`config.mk`:
```
export PLATFORM = sky130hd
export DESIGN_NAME = ddmux_top
export DESIGN_NICKNAME = d
export VERILOG_FILES = /design/src/ddmux_pkg.sv /design/src/ddmux_sync_if.sv /design/src/ddmux_sync.sv /design/src/ddmux_top.sv
export VERILOG_INCLUDE_DIRS = /design/src
export SDC_FILE = /design/constraint.sdc
export NUM_CORES = 1
export LEC_CHECK = 0
export BUFFER_PORTS_ARGS = -buffer_cell sky130_fd_sc_hd__buf_4
export CELL_PAD_IN_SITES_DETAIL_PLACEMENT = 0
export CELL_PAD_IN_SITES_GLOBAL_PLACEMENT = 1
export CORE_MARGIN = 3
export CORE_UTILIZATION = 43
export DETAILED_ROUTE_END_ITERATION = 12
export GPL_TIMING_DRIVEN = 0
export PLACE_DENSITY = 0.85
export SYNTH_ARGS = -nofsm -noshare
export SYNTH_HDL_FRONTEND = slang
export SYNTH_SLANG_ARGS = --single-unit
export TNS_END_PERCENT = 50
```
`constraint.sdc`:
```
create_clock -name mclk_i -period 1.8 [get_ports mclk_i]
set_input_delay 0.18 -clock mclk_i [delete_from_list [all_inputs] [get_ports mclk_i]]
set_output_delay 0.18 -clock mclk_i [all_outputs]
set_load 0.02 [all_outputs]
```
`src/ddmux_consts.svh`:
```
// Constants for the diagnostic digital multiplexer, groups 2 to 4
`ifndef DDMUX_CONSTS_SVH
`define DDMUX_CONSTS_SVH

`define DDMUX_CFG_DIGITAL 2'h1
`define DDMUX_GRP_TIMING 3'h1
`define DDMUX_GRP_PUMP 3'h2
`define DDMUX_GRP_SUPPLY 3'h3
`define DDMUX_CH_SYSCLK 4'h1
`define DDMUX_CH_TEST2 4'h2
`define DDMUX_CH_WDCLK 4'h3
`define DDMUX_CH_RSTOSC 4'h4
`define DDMUX_CH_T5US 4'h5
`define DDMUX_CH_T15US 4'h6
`define DDMUX_CH_T40US 4'h7
`define DDMUX_CH_T2MS 4'h8
`define DDMUX_CH_ERRIN 4'h9
`define DDMUX_CH_NCS 4'ha
`define DDMUX_CH_SDI 4'hb
`define DDMUX_CH_SCLK 4'hc
`define DDMUX_CH_SDORB 4'hd
`define DDMUX_CH_ERRIN2 4'he
`define DDMUX_CH_NRESRB 4'hf
`define DDMUX_CH_TEST1 4'h1
`define DDMUX_CH_CPOV 4'h3
`define DDMUX_CH_CPUV 4'h4
`define DDMUX_CH_CPPH1 4'h5
`define DDMUX_CH_CPPH2 4'h6
`define DDMUX_CH_CPDIFF 4'h7
`define DDMUX_CH_TEST8 4'h8
`define DDMUX_CH_BATUV 4'h9
`define DDMUX_CH_BATOV 4'ha
`define DDMUX_CH_V5OT 4'hb
`define DDMUX_CH_V35OT 4'hc
`define DDMUX_CH_VSOT 4'hd
`define DDMUX_CH_V5CL 4'he
`define DDMUX_CH_V3CL 4'hf
`define DDMUX_CH_VSCL 4'h1
`define DDMUX_CH_VSUV 4'h2
`define DDMUX_CH_VSOV 4'h3
`define DDMUX_CH_DUV 4'h4
`define DDMUX_CH_DOV 4'h5
`define DDMUX_CH_TRK 4'h7
`define DDMUX_CH_TRIM 4'h8
`define DDMUX_WDCLK_PERIOD_NS 550000
`define DDMUX_CLK_PERIOD_NS 40

`endif

```
`src/ddmux_pkg.sv`:
```
// Types for the diagnostic digital multiplexer
package ddmux_pkg;
  typedef logic [2:0] ddmux_group_type;
  typedef logic [3:0] ddmux_chan_type;
  typedef logic [1:0] ddmux_cfg_type;
endpackage : ddmux_pkg

```
`src/ddmux_sync_if.sv`:
```
// Carrier between the top and its pin synchroniser
interface ddmux_sync_if;
  logic [27:0] raw;
  logic [27:0] clean;
  modport sync (input raw, output clean);
  modport user (output raw, input clean);
endinterface : ddmux_sync_if

```
`src/ddmux_sync.sv`:
```
// Two-stage synchroniser for 28 sampled diagnostic sources; the other four taps are synchronised in the top
module ddmux_sync (
  input wire logic mclk_i,
  input wire logic rst_i,
  ddmux_sync_if.sync port_s
);
  logic [27:0] stage_a;
  logic [27:0] stage_b;
  assign port_s.clean = stage_b;
  // First stage is read by the second stage only
  always_ff @(posedge mclk_i) begin
    if (rst_i) begin
      stage_a <= 28'h000_0000;
      stage_b <= 28'h000_0000;
    end else begin
      stage_a <= port_s.raw;
      stage_b <= stage_a;
    end
  end
endmodule : ddmux_sync

```
`src/ddmux_top.sv`:
```
// Diagnostic digital multiplexer, channel groups 2 to 4
// How it works
// - Group 001b channel 0011b outputs the 0.55 ms watchdog time base
// - Group 001b channel 0100b outputs the reset stretch oscillator
// - Group 001b channel 1001b or 1110b mirrors the host error trigger input
// - Group 001b channel 1010b reflects the serial select input
// - Group 001b channel 1011b reflects the serial data input
// - Group 001b channel 1101b outputs the serial output pin readback
// - Channel 1110b equals channel 1001b in group 001b
// - Group 001b channel 1111b outputs the host reset pin readback
// - Production test codes carry no user function
// - Group 010b: 0100b inverted pump under, 0011b pump over
// - Group 010b: 0101b pump phase one, 0110b pump phase two
// - Group 010b channel 0111b shows pump above battery by 3 V
// - Group 010b: 1001b inverted battery under, 1010b battery over
// - Group 011b: 0001b supply limit, 0010b inverted under, 0011b over
// - Group 011b: 0100b inverted digital under, 0101b digital over
// - Group 011b: 0111b tracking indication, 1000b monitor trim fault
`include "ddmux_consts.svh"
module ddmux_top #(
  parameter int WD_HALF_CYCLES = `DDMUX_WDCLK_PERIOD_NS / `DDMUX_CLK_PERIOD_NS / 2
) (
  input wire logic mclk_i,
  input wire logic rst_i,
  input wire ddmux_pkg::ddmux_cfg_type mux_mode_config_i,
  input wire ddmux_pkg::ddmux_group_type diag_group_i,
  input wire ddmux_pkg::ddmux_chan_type diag_channel_i,
  input wire logic system_clock_tap_i,
  input wire logic production_test_signal_i,
  input wire logic reset_stretch_oscillator_i,
  input wire logic time_5us_i,
  input wire logic time_15us_i,
  input wire logic time_40us_i,
  input wire logic time_2ms_i,
  input wire logic host_error_trigger_input_i,
  input wire logic serial_select_tap_i,
  input wire logic serial_in_tap_i,
  input wire logic serial_clock_tap_i,
  input wire logic serial_out_readback_i,
  input wire logic host_reset_readback_i,
  input wire logic pump_under_flag_n_i,
  input wire logic pump_over_flag_i,
  input wire logic pump_phase_one_i,
  input wire logic pump_phase_two_i,
  input wire logic pump_headroom_flag_i,
  input wire logic battery_under_flag_n_i,
  input wire logic battery_over_flag_i,
  input wire logic vdd5_overtemp_i,
  input wire logic vdd35_overtemp_i,
  input wire logic sensor_overtemp_i,
  input wire logic vdd5_limit_i,
  input wire logic vdd3_limit_i,
  input wire logic sensor_supply_limit_flag_i,
  input wire logic sensor_supply_under_n_i,
  input wire logic sensor_supply_over_flag_i,
  input wire logic digital_supply_under_n_i,
  input wire logic digital_supply_over_flag_i,
  input wire logic sensor_tracking_indication_i,
  input wire logic monitor_trim_fault_i,
  output logic diagnostic_output_pin_o,
  output logic watchdog_time_base_o
);
  import ddmux_pkg::*;

  ////////////////////////////////////////////////////////////////////////////
  // Synchronised sources; watchdog base is local so needs no crossing
  ddmux_sync_if sif ();
  logic [27:0] s;

  assign sif.raw = {monitor_trim_fault_i, sensor_tracking_indication_i, digital_supply_over_flag_i,
                    digital_supply_under_n_i, sensor_supply_over_flag_i, sensor_supply_under_n_i,
                    sensor_supply_limit_flag_i, vdd3_limit_i, vdd5_limit_i, sensor_overtemp_i,
                    vdd35_overtemp_i, vdd5_overtemp_i, battery_over_flag_i, battery_under_flag_n_i,
                    pump_headroom_flag_i, pump_phase_two_i, pump_phase_one_i, pump_over_flag_i,
                    pump_under_flag_n_i, host_reset_readback_i, serial_out_readback_i,
                    serial_clock_tap_i, serial_in_tap_i, serial_select_tap_i,
                    host_error_trigger_input_i, time_2ms_i, time_40us_i, time_15us_i};
  assign s = sif.clean;

  ddmux_sync u_sync (
    .mclk_i(mclk_i),
    .rst_i(rst_i),
    .port_s(sif.sync)
  );

  // Remaining fast taps synchronised here, kept apart to stay in 28 bits
  logic [3:0] tap_a;
  logic [3:0] tap_b;
  always_ff @(posedge mclk_i) begin
    if (rst_i) begin
      tap_a <= 4'h0;
      tap_b <= 4'h0;
    end else begin
      tap_a <= {system_clock_tap_i, reset_stretch_oscillator_i, time_5us_i, production_test_signal_i};
      tap_b <= tap_a;
    end
  end

  ////////////////////////////////////////////////////////////////////////////
  // Watchdog time base: 0.55 ms period from the master clock
  localparam int WD_W = $clog2(WD_HALF_CYCLES + 1);
  logic [WD_W-1:0] wd_count;
  logic wd_phase;
  wire wd_wrap = (wd_count == WD_W'(WD_HALF_CYCLES - 1));
  wire [WD_W-1:0] next_wd_count = wd_wrap ? '0 : wd_count + WD_W'(1);

  always_ff @(posedge mclk_i) begin
    if (rst_i) begin
      wd_count <= '0;
      wd_phase <= 1'b0;
    end else begin
      wd_count <= next_wd_count;
      wd_phase <= wd_phase ^ wd_wrap;
    end
  end

  ////////////////////////////////////////////////////////////////////////////
  // Selection decode
  wire digital_mode = (mux_mode_config_i == `DDMUX_CFG_DIGITAL);
  wire sel_timing = (diag_group_i == `DDMUX_GRP_TIMING);
  wire sel_pump = (diag_group_i == `DDMUX_GRP_PUMP);
  wire sel_supply = (diag_group_i == `DDMUX_GRP_SUPPLY);

  logic timing_bit;
  logic pump_bit;
  logic supply_bit;

  // Test codes read as zero so no user sees internal test state
  always_comb begin
    case (diag_channel_i)
      `DDMUX_CH_SYSCLK: timing_bit = tap_b[3];
      `DDMUX_CH_TEST2: timing_bit = 1'b0;
      `DDMUX_CH_WDCLK: timing_bit = wd_phase;
      `DDMUX_CH_RSTOSC: timing_bit = tap_b[2];
      `DDMUX_CH_T5US: timing_bit = tap_b[1];
      `DDMUX_CH_T15US: timing_bit = s[0];
      `DDMUX_CH_T40US: timing_bit = s[1];
      `DDMUX_CH_T2MS: timing_bit = s[2];
      `DDMUX_CH_ERRIN: timing_bit = s[3];
      `DDMUX_CH_NCS: timing_bit = s[4];
      `DDMUX_CH_SDI: timing_bit = s[5];
      `DDMUX_CH_SCLK: timing_bit = s[6];
      `DDMUX_CH_SDORB: timing_bit = s[7];
      `DDMUX_CH_ERRIN2: timing_bit = s[3];
      `DDMUX_CH_NRESRB: timing_bit = s[8];
      default: timing_bit = 1'b0;
    endcase
  end

  always_comb begin
    case (diag_channel_i)
      `DDMUX_CH_TEST1: pump_bit = 1'b0;
      `DDMUX_CH_TEST2: pump_bit = 1'b0;
      `DDMUX_CH_CPOV: pump_bit = s[10];
      `DDMUX_CH_CPUV: pump_bit = s[9];
      `DDMUX_CH_CPPH1: pump_bit = s[11];
      `DDMUX_CH_CPPH2: pump_bit = s[12];
      `DDMUX_CH_CPDIFF: pump_bit = s[13];
      `DDMUX_CH_TEST8: pump_bit = 1'b0;
      `DDMUX_CH_BATUV: pump_bit = s[14];
      `DDMUX_CH_BATOV: pump_bit = s[15];
      `DDMUX_CH_V5OT: pump_bit = s[16];
      `DDMUX_CH_V35OT: pump_bit = s[17];
      `DDMUX_CH_VSOT: pump_bit = s[18];
      `DDMUX_CH_V5CL: pump_bit = s[19];
      `DDMUX_CH_V3CL: pump_bit = s[20];
      default: pump_bit = 1'b0;
    endcase
  end

  always_comb begin
    case (diag_channel_i)
      `DDMUX_CH_VSCL: supply_bit = s[21];
      `DDMUX_CH_VSUV: supply_bit = s[22];
      `DDMUX_CH_VSOV: supply_bit = s[23];
      `DDMUX_CH_DUV: supply_bit = s[24];
      `DDMUX_CH_DOV: supply_bit = s[25];
      `DDMUX_CH_TRK: supply_bit = s[26];
      `DDMUX_CH_TRIM: supply_bit = s[27];
      default: supply_bit = 1'b0;
    endcase
  end

  // Groups outside 2..4 are handled elsewhere and read zero here
  wire next_diag = digital_mode & ((sel_timing & timing_bit) | (sel_pump & pump_bit) |
                                   (sel_supply & supply_bit));

  ////////////////////////////////////////////////////////////////////////////
  // Registered outputs; adds one cycle after the two sync stages
  always_ff @(posedge mclk_i) begin
    if (rst_i) begin
      diagnostic_output_pin_o <= 1'b0;
      watchdog_time_base_o <= 1'b0;
    end else begin
      diagnostic_output_pin_o <= next_diag;
      watchdog_time_base_o <= wd_phase;
    end
  end
endmodule : ddmux_top

```
==> flow_summary.ini <==
[worst_setup_path]
critPathBufInv = 2
r2r_setup_slack_ns = 0.21
crit_required_ns = 2.03
worstPathArrival_ns = 1.83
max_stage_delay_ns = 0.34
start_kind = flop
critical-path-slowest-cell = dfxtp_1
cp_cell_sequence = inv_1, ha_1, nand3_1, nor4_2, or2_2, buf_2, nor2_1
cp_max_fo = 10
end_kind = flop
path_delay_family = simple AND/OR/NAND/NOR gates
worstSetupPathType = flop to flop

[drt]
dr.pass1.iters = 5
drc = 0
drt_iter0_markers = 121
wire_per_inst_um = 12.2
vias = 1932
vias_per_cell = 4.74
drtAntennaViolNets = 0
finalWirelength_mm = 4.98

[global_routing]
grt_max_degree = 15
antenna_found_initial = 0
grt_overflow = 0
grt.total_usage = 0.147
first_global_vias = 1794
grt_pass1_wl_mm = 8.40

[floorplan]
core_area_um2 = 6100
rows = 28
die_area_um2 = 7510
start_util = 0.459
io_pins = 45
dieHeight_um = 86.7
die_w_um = 86.7

[final_layout]
multi_input_area_um2 = 1150
regArea_um2 = 1560
final_common_cell = dfxtp_1
nets = 373
final_cell_mix = dfxtp_1 (78), nor2b_1 (69), buf_4 (45)
syn_to_final_growth_pct = 22.5
drive_gt1_frac = 0.222
num_antenna_cells = 0
fillerInstances = 572
instances_no_fill = 408

[cts]
cts_tree = yes
cts_max_level = 3
post_cts_buffers = 0
cts-root-buf = clkbuf_8
cts_made_buffers = 9
cts_max_path_buffers = 2
clk_pin_slew_worst_paths_ns = 0.08
clk_latency_ns = 0.35
clkSinkCount = 78

[placed_design]
place_congestion = 0.859
portBuffers = 43
dp.final_hpwl_mm = 3.56
dp_slack_ns = 0.0992
dp_cells = 392

[synthesis]
synth_nets = 319
yosys_register_bits = 78
synthSimpleGateAreaFrac = 0.270
synth_top_family_by_area = simple AND/OR/NAND/NOR gates
avgSynthCellArea_um2 = 10.2
synth_fa_ha_area_frac = 0.0125
synthMuxAreaShare = 0.0192
yosysSeqAreaShare = 0.558
yosys.area_share.xor_xnor = 0.0376
ys_types = 44
synth_compound_area_frac = 0.0680
synthesis.area_um2 = 2800
syn_inst = 274
synth_warnings = 0

[status]
status = complete, no violations

[timing]
relSlewSlack = 0.651
setup_ws_ns = 0.206
fin_tns_setup_ns = 0
hold_violations = 0
finalClockSkew_ns = 0.00760
fin_crit_sh = 0.886
min_period_ns = 1.59
rsz0062_at_grt = no
setup_viol = 0
max_freq_mhz = 627
worst_pin_slew_ns = 0.517
slew_viol_final = 0

[flow_run]
maxCapViolCount = 0

[pwr]
power_frac_comb = 0.072
finalPower_mw = 3.38
switching_share = 0.227
clock_power_share = 0.392
ir_drop_uv = 674
p_switching_mw = 0.767
power_density_nw_per_um2 = 987
intPower_mw = 2.61
leakagePower_nw = 1.41
pwr-share-seq = 0.537

[worst_hold_path]
hold_path_class = primary input to flop
[metrics by stage]
stage,hold WS (ns),instance area (um2),utilization
2_1_floorplan,0.308,2800,-
3_3_place_gp,0.390,3210,0.527
3_5_place_dp,0.394,3210,0.527
4_1_cts,0.0296,3420,0.561
5_1_grt,0.0207,3430,0.562
6_report,0.0368,3430,0.562
[timing repair]
| item | CTS | global route |
|---|---|---|
| endpoints found under the setup margin | 0 | 10 |
| resized for setup | 0 | 1 |
| hold buffers | 0 | 0 |
[path summary, 6_finish.rpt]
| check | cells after the start | endpoint | from |
|---|---|---|---|
| max | 7 | wd_count[7] | wd_count[0] |
| min | 2 | u_sync.stage_a[6] | serial_clock_tap_i |
| max reg2reg | 7 | wd_count[7] | wd_count[0] |
| min reg2reg | 1 | u_sync.port_s.clean[8] | u_sync.stage_a[8] |
[state kept, by name (all words and copies together), names as in the netlist]
signal                   flops
u_sync.port_s.clean         28
u_sync.stage_a              28
wd_count                    13
tap_a                        3
tap_b                        3
diagnostic_output_pin_o      1
watchdog_time_base_o         1
wd_phase                     1
[per-layer routing]
metal,part of all wire,track usage
met1,0.46,0.183
met2,0.46,0.225
met3,0.056,0.0523
met4,0.025,0.0722
met5,0,0
[cells in the mapped netlist]
library cell,instances,area [um2]
a22o_1,1,8.76
nand3_1,9,45.0
a222oi_1,1,10.0
a31o_1,1,8.76
and4b_1,2,20.0
nor4b_1,1,8.76
a2bb2oi_1,1,8.76
maj3_1,1,10.0
o32ai_2,1,16.3
ha_1,2,25.0
buf_2,5,25.0
a211oi_1,1,7.51
o21ai_0,1,5.00
o211ai_1,1,7.51
xor2_1,6,52.6
nand3b_1,1,7.51
o31ai_1,1,7.51
or2_2,1,6.26
inv_1,5,18.8
nor2_1,21,78.8
a21oi_1,6,30.0
nand4b_1,2,17.5
nor4_1,1,6.26
o22ai_1,3,18.8
clkbuf_1,7,26.3
xnor2_1,6,52.6
nor4bb_1,1,10.0
and3b_1,3,26.3
nand2b_1,2,12.5
o32ai_1,1,8.76
mux2_2,3,33.8
o221ai_1,1,8.76
buf_4,2,15.0
nand2_1,10,37.5
mux2i_1,2,20.0
dfxtp_1,78,1560
nor2b_1,69,432
buf_6,1,11.3
a31oi_1,2,12.5
nor3_1,2,10.0
a22oi_1,1,7.51
a2111o_1,1,11.3
and3_1,6,37.5
o211ai_2,1,12.5
[worst register-to-register path: cells and delay by family (launching register included)]
kind	cells	cell delay, ns
simple gates	4	0.71
flops	1	0.34
buf+inv	2	0.28
fa+ha+maj	1	0.15
[layout make-up]
cell class	count	share of cell area
buffer	15	0.0226
clock buffer	10	0.0402
clock inverter	6	0.0201
inverter	5	0.00548
multi-input combinational	176	0.334
sequential	78	0.456
tap	75	0.0274
timing repair buffer	43	0.0942
[power by group through the flow]
stage	Combinational [mW]	Sequential [mW]	Clock [mW]
2_1_floorplan	0.140	1.85	0
3_3_place_gp	0.241	1.85	0
3_5_place_dp	0.245	1.86	0
4_1_cts	0.245	1.82	1.34
5_1_grt	0.272	1.82	1.44
6_report	0.242	1.81	1.32
[cell families after synthesis]
kind of cell	Yosys count
AND/OR/NAND/NOR	131
AO/OA/AOI/OAI	25
XOR/XNOR	12
flip-flops	78
adder cells (fa/ha/maj)	3
buffers and inverters	20
multiplexers	5
No activity file was read; power rests on OpenSTA's default activity.
